**config.mk**
```make
export PLATFORM = sky130hd
export DESIGN_NAME = low_power_mode_control
export DESIGN_NICKNAME = d
export VERILOG_FILES = /design/src/common/lpm_pkg.sv /design/src/logic/low_power_mode_control.sv /design/src/logic/warmup_timer.sv
export SDC_FILE = /design/constraint.sdc
export NUM_CORES = 1
export LEC_CHECK = 0
export ABC_CLOCK_PERIOD_IN_PS = 2300
export BUFFER_PORTS_ARGS = -buffer_cell sky130_fd_sc_hd__buf_2
export CORE_AREA = 5 5 73 75
export DETAILED_ROUTE_END_ITERATION = 7
export DIE_AREA = 0 0 78 80
export PLACE_DENSITY = 0.56
export SYNTH_ARGS = -nofsm -noshare
export SYNTH_HDL_FRONTEND = slang
export SYNTH_SLANG_ARGS = --single-unit
```
**constraint.sdc**
```tcl
create_clock -name ref_clk -period 2.3 [get_ports ref_clk]
set_input_delay 0.345 -clock ref_clk [delete_from_list [all_inputs] [get_ports ref_clk]]
set_output_delay 0.345 -clock ref_clk [all_outputs]
set_load 0.01 [all_outputs]
```
**src/common/lpm_pkg.sv**
```systemverilog
// Constants and types for the low power mode controller.
// Assumes one clock domain (ref_clk, 200 MHz) and an asynchronous reset.
package lpm_pkg;
  localparam int unsigned DEEP_SEL_BIT   = 2;
  localparam int unsigned SYS_CTRL_W     = 8;
  localparam int unsigned IRQ_SRC_N      = 5;
  localparam int unsigned CLK_PERIOD_PS  = 5000;
  // Warm-up time in microseconds, and cycles derived from it (rounded up)
  localparam int unsigned WARMUP_US      = 64;
  localparam int unsigned WARMUP_CYC     =
    (WARMUP_US * 1000000 + CLK_PERIOD_PS - 1) / CLK_PERIOD_PS;
  localparam int unsigned WARM_CNT_W     = 16;

  typedef enum logic [2:0] {
    ST_RUN, ST_LIGHT, ST_DEEP, ST_WARM, ST_STOP
  } pwr_state_t;
endpackage : lpm_pkg

```
**src/logic/low_power_mode_control.sv**
```systemverilog
// Power-down sequencer: light sleep, deep sleep and stop states.
// Assumes the core gives one-cycle instruction pulses and takes its
// run/stall and service commands from this block; one clock domain.
// Interrupt requests and the hardware reset pin arrive already
// synchronised to ref_clk; the reset pin is an active high level.
// Stop mode is left only through the reset pin: irqs are ignored there.
// Deep sleep wakes through a warm-up count before the core runs again.
`timescale 1ns/1ps
module low_power_mode_control
  import lpm_pkg::*;
#(
  parameter int unsigned IRQ_N       = lpm_pkg::IRQ_SRC_N,
  parameter int unsigned WARMUP_CYCS = lpm_pkg::WARMUP_CYC
) (
  input  wire logic                          ref_clk,
  input  wire logic                          rstn,
  input  wire logic                          hw_reset,
  input  wire logic                          halt_instruction,
  input  wire logic                          stop_mode_instruction,
  input  wire logic [lpm_pkg::SYS_CTRL_W-1:0] system_control_register,
  input  wire logic                          irq_disable,
  input  wire logic [IRQ_N-1:0]              irq_pending,
  input  wire logic                          periph_on_crystal,
  output logic                               core_run,
  output logic                               osc_enable,
  output logic                               periph_clk_en,
  output logic                               hold_state,
  output logic                               wake_resume,
  output logic                               wake_service,
  output logic                               core_reset,
  output logic                               light_sleep_mode,
  output logic                               deep_sleep_mode,
  output logic                               stop_mode
);
  import lpm_pkg::*;

  pwr_state_t st_r;
  pwr_state_t st_nxt;
  logic       wake_req;
  logic       warm_start;
  logic       warm_run;
  logic       warm_done;
  logic       resume_nxt;
  logic       service_nxt;
  logic       wake_ok;
  logic       deep_sel;
  logic       in_reset_r;
  logic       in_reset_nxt;
  logic       core_run_nxt;
  logic       osc_enable_nxt;
  logic       periph_clk_en_nxt;
  logic       hold_state_nxt;
  logic       core_reset_nxt;
  logic       light_mode_nxt;
  logic       deep_mode_nxt;
  logic       stop_mode_nxt;

  // Wake request from any pending source, disable flag ignored
  assign wake_req = |irq_pending;
  assign deep_sel = system_control_register[DEEP_SEL_BIT];

  warmup_timer #(
    .W     (WARM_CNT_W),
    .COUNT (WARMUP_CYCS)
  ) u_warm (
    .ref_clk (ref_clk),
    .rstn    (rstn),
    .start   (warm_start),
    .run     (warm_run),
    .done    (warm_done)
  );

  // Next state and wake handling
  always_comb begin
    st_nxt       = st_r;
    warm_start   = 1'b0;
    warm_run     = 1'b0;
    wake_ok      = 1'b0;
    in_reset_nxt = 1'b0;
    case (st_r)
      ST_RUN: begin
        if (stop_mode_instruction) begin
          st_nxt = ST_STOP;
        end else if (halt_instruction && deep_sel) begin
          st_nxt = ST_DEEP;
        end else if (halt_instruction) begin
          st_nxt = ST_LIGHT;
        end
      end
      ST_LIGHT: begin
        if (wake_req) begin
          st_nxt  = ST_RUN;
          wake_ok = 1'b1;
        end
      end
      ST_DEEP: begin
        if (wake_req) begin
          st_nxt     = ST_WARM;
          warm_start = 1'b1;
        end
      end
      ST_WARM: begin
        warm_run = 1'b1;
        if (warm_done) begin
          st_nxt  = ST_RUN;
          wake_ok = 1'b1;
        end
      end
      ST_STOP: begin
        st_nxt = ST_STOP;
      end
      default: st_nxt = ST_RUN;
    endcase
    // Hardware reset ends every state; warm-up runs alongside it
    if (hw_reset) begin
      st_nxt       = ST_RUN;
      wake_ok      = 1'b0;
      in_reset_nxt = 1'b1;
      warm_start   = !in_reset_r;
      warm_run     = in_reset_r;
    end
  end

  // Resume or service choice at wake
  always_comb begin
    resume_nxt  = wake_ok && irq_disable;
    service_nxt = wake_ok && !irq_disable;
  end

  always_ff @(posedge ref_clk or negedge rstn) begin
    if (!rstn) begin
      st_r       <= ST_RUN;
      in_reset_r <= 1'b0;
    end else begin
      st_r       <= st_nxt;
      in_reset_r <= in_reset_nxt;
    end
  end

  // Output next values from the state about to be entered
  always_comb begin
    core_run_nxt      = 1'b0;
    osc_enable_nxt    = 1'b0;
    periph_clk_en_nxt = periph_on_crystal;
    hold_state_nxt    = 1'b1;
    core_reset_nxt    = hw_reset;
    light_mode_nxt    = 1'b0;
    deep_mode_nxt     = 1'b0;
    stop_mode_nxt     = 1'b0;
    case (st_nxt)
      ST_RUN: begin
        core_run_nxt      = 1'b1;
        osc_enable_nxt    = 1'b1;
        periph_clk_en_nxt = 1'b1;
        hold_state_nxt    = 1'b0;
      end
      ST_LIGHT: begin
        osc_enable_nxt    = 1'b1;
        periph_clk_en_nxt = 1'b1;
        light_mode_nxt    = 1'b1;
      end
      ST_DEEP: begin
        periph_clk_en_nxt = periph_on_crystal;
        deep_mode_nxt     = 1'b1;
      end
      ST_WARM: begin
        osc_enable_nxt    = 1'b1;
        periph_clk_en_nxt = periph_on_crystal;
        deep_mode_nxt     = 1'b1;
      end
      ST_STOP: begin
        periph_clk_en_nxt = periph_on_crystal;
        stop_mode_nxt     = 1'b1;
      end
      default: begin
        hold_state_nxt    = 1'b0;
      end
    endcase
    // Core stays stalled while the reset pin is held
    if (hw_reset) begin
      core_run_nxt = 1'b0;
    end
  end

  // Registered outputs, all straight from flops
  always_ff @(posedge ref_clk or negedge rstn) begin
    if (!rstn) begin
      core_run         <= 1'b1;
      osc_enable       <= 1'b1;
      periph_clk_en    <= 1'b1;
      hold_state       <= 1'b0;
      wake_resume      <= 1'b0;
      wake_service     <= 1'b0;
      core_reset       <= 1'b0;
      light_sleep_mode <= 1'b0;
      deep_sleep_mode  <= 1'b0;
      stop_mode        <= 1'b0;
    end else begin
      core_run         <= core_run_nxt;
      osc_enable       <= osc_enable_nxt;
      periph_clk_en    <= periph_clk_en_nxt;
      hold_state       <= hold_state_nxt;
      wake_resume      <= resume_nxt;
      wake_service     <= service_nxt;
      core_reset       <= core_reset_nxt;
      light_sleep_mode <= light_mode_nxt;
      deep_sleep_mode  <= deep_mode_nxt;
      stop_mode        <= stop_mode_nxt;
    end
  end
endmodule : low_power_mode_control

```
**src/logic/warmup_timer.sv**
```systemverilog
// Warm-up counter for the clock source.
// Assumes start is a one-cycle pulse, as a held start keeps reloading; done is a level after the count ends.
`timescale 1ns/1ps
module warmup_timer #(
  parameter int unsigned W     = 16,
  parameter int unsigned COUNT = 12800
) (
  input  wire logic ref_clk,
  input  wire logic rstn,
  input  wire logic start,
  input  wire logic run,
  output logic      done
);
  logic [W-1:0] cnt_r;
  logic [W-1:0] cnt_nxt;
  logic         done_nxt;

  // Reload on start, count down while run
  always_comb begin
    cnt_nxt  = cnt_r;
    done_nxt = 1'b0;
    if (start) begin
      cnt_nxt = W'(COUNT - 1);
    end else if (run && cnt_r != '0) begin
      cnt_nxt = cnt_r - W'(1);
    end else if (run) begin
      done_nxt = 1'b1;
    end
  end

  // Register counter and done
  always_ff @(posedge ref_clk or negedge rstn) begin
    if (!rstn) begin
      cnt_r <= '0;
      done  <= 1'b0;
    end else begin
      cnt_r <= cnt_nxt;
      done  <= done_nxt;
    end
  end
endmodule : warmup_timer

```
==> Word level (Yosys, flattened, before mapping) <==
Cells that the tools add are included.
{ "word_totals": {"register_bits": 31, "latchBits": 0, "ramBits": 0, "mem_bits_ro": 0, "input_bits": 20, "out_inout_bits": 10, "wordCells": 68, "memories": 0} }
{ "classes": {"addsub": 1, "mul": 0, "div": 0, "magnitude_cmp": 0, "eq_ne": 8, "shifts": 0, "mux": 30, "n_bitwise": 0, "n_reduce_logical": 15} }
{ "ops": {"columns": ["operator", "count"], "rows": [
  ["two-way mux 16 bit", 2],
  ["two-way mux 3 bit", 7],
  ["two-way mux 1 bit", 19],
  ["nonzero test 16 bit", 1],
  ["subtractor 16 x 1 -> 16 bit (second input constant)", 1],
  ["one-hot mux 3 bit (5 select lines)", 1],
  ["equality test 3 x 2 -> 1 bit (second input constant)", 4],
  ["equality test 3 x 1 -> 1 bit (second input constant)", 2],
  ["equality test 3 bit (second input constant)", 2],
  ["zero test 3 bit", 2],
  ["OR reduction 5 bit", 1],
  ["logical AND 1 bit", 4],
  ["OR reduction 2 bit", 2],
  ["OR reduction 4 bit", 1],
  ["OR reduction 3 bit", 1],
  ["zero test 1 bit", 2],
  ["one-hot mux 1 bit (2 select lines)", 1],
  ["nonzero test 2 bit", 1]
]} }

==> Depth between registers and ports, before layout <==
{ "depth": {"depth_word": 8, "ltp_mapped": 6, "mapped_depth_nobuf": 6} }

==> Hierarchy <==
Synthesis repeated with hierarchy kept, for this count alone.
{ "unflattened": {"cells_unflattened": 152, "hier_area_um2": 1529.0} }
{ "by_module_without_submodules": {"columns": ["module", "instances", "cells_each", "area_per_inst_um2", "seq_area_each_um2"], "rows": [
  ["warmup_timer", 1, 98, 964.7, 425.4],
  ["low_power_mode_control", 1, 54, 564.3, 329.1]
]} }

==> Worst setup path before layout <==
OpenSTA, ideal clock, no wires.
{ "synth_path": {"path_type": "register to register", "startpoint": "reg u_warm.cnt_r[12]", "endpoint": "reg u_warm.cnt_r[15]", "setup_ns": 0.077, "arrival_time_ns": 2.053, "required_ns": 2.223, "path_slack_ns": 0.169, "stages_incl_launch_ff": 6, "path_buffers": 1, "period_less_slack_ns": 2.131, "cell_sequence": "dfrtp_1 -> or4_1 -> clkbuf_2 -> or4_4 -> or4_1 -> a21oi_1"} }
{ "synth_between": {"elab_chain_cells": 3, "word_cells_on_any_way": 6, "cone_classes": "add/sub (1); mux (2); reduce/logical (3)"} }
{ "synth_lines": {"columns": ["element", "line", "source"], "rows": [
  ["start, declared", "warmup_timer.sv:14", "logic [W-1:0] cnt_r;"],
  ["start signal, assigned", "warmup_timer.sv:37", "cnt_r <= cnt_nxt;"],
  ["subtractor 16 x 1 -> 16 bit or nonzero test 16 bit (tied branches)", "warmup_timer.sv:25, warmup_timer.sv:24", null],
  ["two-way mux 16 bit or logical AND 1 bit (tied branches)", "warmup_timer.sv:24", "end else if (run && cnt_r != '0) begin"],
  ["two-way mux 16 bit or nonzero test 2 bit (tied branches)", null, null]
]} }
Parallel ways exist; a longest one is shown, timed or not. The select of a mux whose other input is x is not followed.
A chain may end at the register's enable or synchronous reset.

==> Final worst setup path <==
{ "layout_path": {"startpoint": "reg u_warm.cnt_r[4]", "endpoint": "reg u_warm.cnt_r[12]"} }
Same word-level chain as after synthesis.

==> impl_results.md <==
- Initial antenna violation count: 0
- Final #Nets: 206
- CTS Buffer Depth: 2
- Post-synth EDFFs: 0
- Gp weighted congestion: 0.832
- Least-Margin Pin Slew: 0.668 ns
- Part of the power in registers: 47.4%
- TritonCTS Buffers: 5
- Area of the multi-input gates: 767 um2
- Root Driver: clkbuf_8
- Pins Over Slew Limit: 0
- Residual DRC: 0
- Clock H-tree levels: 2
- Num rows: 25
- Tmin final: 2.19 ns
- DRT iter0 DRCs: 125
- Max Clock Skew: 0.00581 ns
- Final Util: 40.4%
- Reg area: 754 um2
- Sw Share: 24.3%
- Ys Warns: 0
- Ant diodes: 0
- PnR worst setup slack: 0.110 ns
- Worst EP arrival: 2.41 ns
- Cts hold-fix bufs: 0
- Setup CP Type: register to register
- Die area: 6240 um2
- Max Cap Viol: 0
- IO buf count: 22
- Synthesized cell area: 1540 um2
- Filler instances: 453
- Slew headroom: 55.5%
- Seq/Total Area, Yosys: 49.0%
- Combinational power share: 9.9%
- Post-Syn Nets: 175
- Via density: 5.60
- Worst-skew pair later-pin latency: 0.29 ns
- Vias in the first global route: 1420
- Endpoints failing setup: 0
- Endpoints failing hold: 0
- Status: finished, final reports clean
- Routed vias: 1344
- Nature of the critical path startpoint: register
- Synth unique cells: 42
- RSZ-0062 raised after global routing: no
- Asr flop ratio synth: 100%
- Synth area leaders: dfrtp_1 44%, dfstp_2 5.1%, or4_1 4.4%
- CTS clk-pin slew, worst paths: 0.07 ns
- Pwr Density: 659 nW/um2
- Pre-CTS setup slack: 0.104 ns
- Setup TNS: 0 ns
- Die X: 78 um
- Crit-path max FO: 6
- HPWL Detailed: 2690 um
- Layout area overhead: 20.7%
- Yosys reg bits: 30
- FMAX: 457 MHz
- Fraction of layout cells with a size suffix above 1: 26.3%
- Chip Height: 80 um
- Fin crit share: 95.2%
- Main flop type after synthesis: dfrtp_1
- Leakage power: 0.000747 uW
- Area fraction of the dominant cell type after synthesis: 43.9%
- Internal power: 927 uW
- WL final: 3740 um
- Remaining antenna violation count after routing: 0
- CTS tree: yes
- Global-route wire length before repair: 6520 um
- Hold Path Class: input pin to asynchronous set/reset pin
- WHS: 0.0901 ns
- TritonCTS Sinks: 30
- Total core area: 4600 um2
- Leading area contributor after synthesis: dfrtp_1
- Maximum VDD drop: 0.406 mV
- Mapped Cells: 154
- Initial core utilization: 33.5%
- Drt wl/cell: 15.6 um
- Worst endpoint required time: 2.52 ns
- # IOs: 30
- Worst setup EP type: register
- Largest net degree at the start of global routing: 31
- GRT Util Overall: 13.4%
- DRT Pass-1 Iters: 4
- Clk pwr share: 42.8%
- Switching power: 297 uW
- Total gr overflow: 0
- Syn avg cell area: 9.99 um2
## critical path: stages (launching register included)
cell and delay, ns:
dfrtp_1 0.41, or4_1 0.64, or3_1 0.47, or4_1 0.52, nand3_1 0.09
## cell families (layout without fill, tap and decap cells)
family          after synthesis  after routing  share of synthesized area [%]
mux                           5              5                           3.25
compound gates               34             34                           14.4
flops                        30             30                           49.0
buf+inv                       6             38                           1.54
fa+ha+maj                     1              1                          0.813
simple gates                 78             78                           31.0
## routing by layer
| layer | part of all wire, % | track usage [%] | routed length [um] | vias to the layer above |
|---|---|---|---|---|
| met3 | 5.5 | 4.51 | 204 | 7 |
| met5 | 0 | 0 | 0 | - |
| met4 | 1.9 | 6.59 | 72 | 0 |
| li1 | - | - | - | 655 |
| met1 | 46 | 16.3 | 1720 | 647 |
| met2 | 47 | 21.0 | 1750 | 35 |
## path summary, 6_finish.rpt
check                           startpoint               end  slack, ns  depth (start not counted)
min in group ref_clk           irq_disable      wake_service       0.22                          2
max                        u_warm.cnt_r[4]  u_warm.cnt_r[12]       0.11                          4
min reg2reg                u_warm.cnt_r[7]   u_warm.cnt_r[7]       0.51                          1
min                                   rstn  light_sleep_mode       0.09                          1
max reg2reg                u_warm.cnt_r[4]  u_warm.cnt_r[12]       0.11                          4
max in group asynchronous             rstn   u_warm.cnt_r[6]       1.78                          1
## cell type report
| class | instances | area share [%] |
|---|---|---|
| Clock buffer | 5 | 3.71 |
| Clock inverter | 3 | 2.16 |
| Inverter | 3 | 0.606 |
| Multi-Input combinational cell | 118 | 41.3 |
| Sequential cell | 30 | 40.6 |
| Tap cell | 54 | 3.64 |
| Timing Repair Buffer | 27 | 7.95 |
## cell usage after synthesis (2+ instances only)
| cell | number |
|---|---|
| nor4b_1 | 3 |
| mux2i_1 | 5 |
| o211ai_1 | 2 |
| a211o_1 | 2 |
| dfrtp_1 | 27 |
| dfstp_2 | 3 |
| nand3_1 | 9 |
| nand2b_1 | 4 |
| o31ai_1 | 5 |
| nor2_1 | 10 |
| nor4_1 | 8 |
| clkbuf_1 | 2 |
| or3_1 | 2 |
| o21ai_0 | 8 |
| nor3_1 | 7 |
| inv_1 | 3 |
| or4_1 | 9 |
| nand2_1 | 5 |
| or2_2 | 6 |
| a31oi_1 | 2 |
| a21oi_1 | 8 |
| and3_1 | 3 |
| nor3b_1 | 2 |
## through the flow
step,instances,instance area (um2),power (uW)
after floorplan,154,1540,654
after global routing,240,1860,1300
after CTS,240,1850,1240
after global placement,232,1740,707
final,240,1860,1220
after detailed placement,232,1740,710
## repair_timing
item                                    CTS  global route
setup buffers                             0             0
gates resized for setup                   0             1
endpoints found under the setup margin    0             1
## power groups by stage
stage	registers (uW)	logic, uW	clock network [uW]
floorplan	590	63.8	0
global placement	588	119	0
detailed placement	588	122	0
CTS	580	123	539
global route	584	139	576
finish	579	121	523
## state kept, by name, summed over array words and instances, names as in the netlist
name,cells
u_warm.done,1
osc_enable,1
wake_resume,1
stop_mode,1
wake_service,1
core_reset,1
periph_clk_en,1
light_sleep_mode,1
hold_state,1
st_r,3
deep_sleep_mode,1
core_run,1
u_warm.cnt_r,16
## layout by cell type (no fill, tap or decap), types with 3 or more instances in the layout
| cell type | instances |
|---|---|
| a21oi_1 | 8 |
| and3_1 | 3 |
| buf_2 | 22 |
| buf_4 | 5 |
| clkbuf_8 | 5 |
| dfrtp_1 | 27 |
| dfstp_2 | 3 |
| inv_1 | 3 |
| mux2i_1 | 5 |
| nand2_1 | 5 |
| nand2b_1 | 4 |
| nand3_1 | 9 |
| nor2_1 | 10 |
| nor3_1 | 7 |
| nor4_1 | 8 |
| o21ai_0 | 8 |
| o31ai_1 | 5 |
| or2_2 | 6 |
| or4_1 | 9 |
Note: power is estimated with default switching activity, not from simulation.
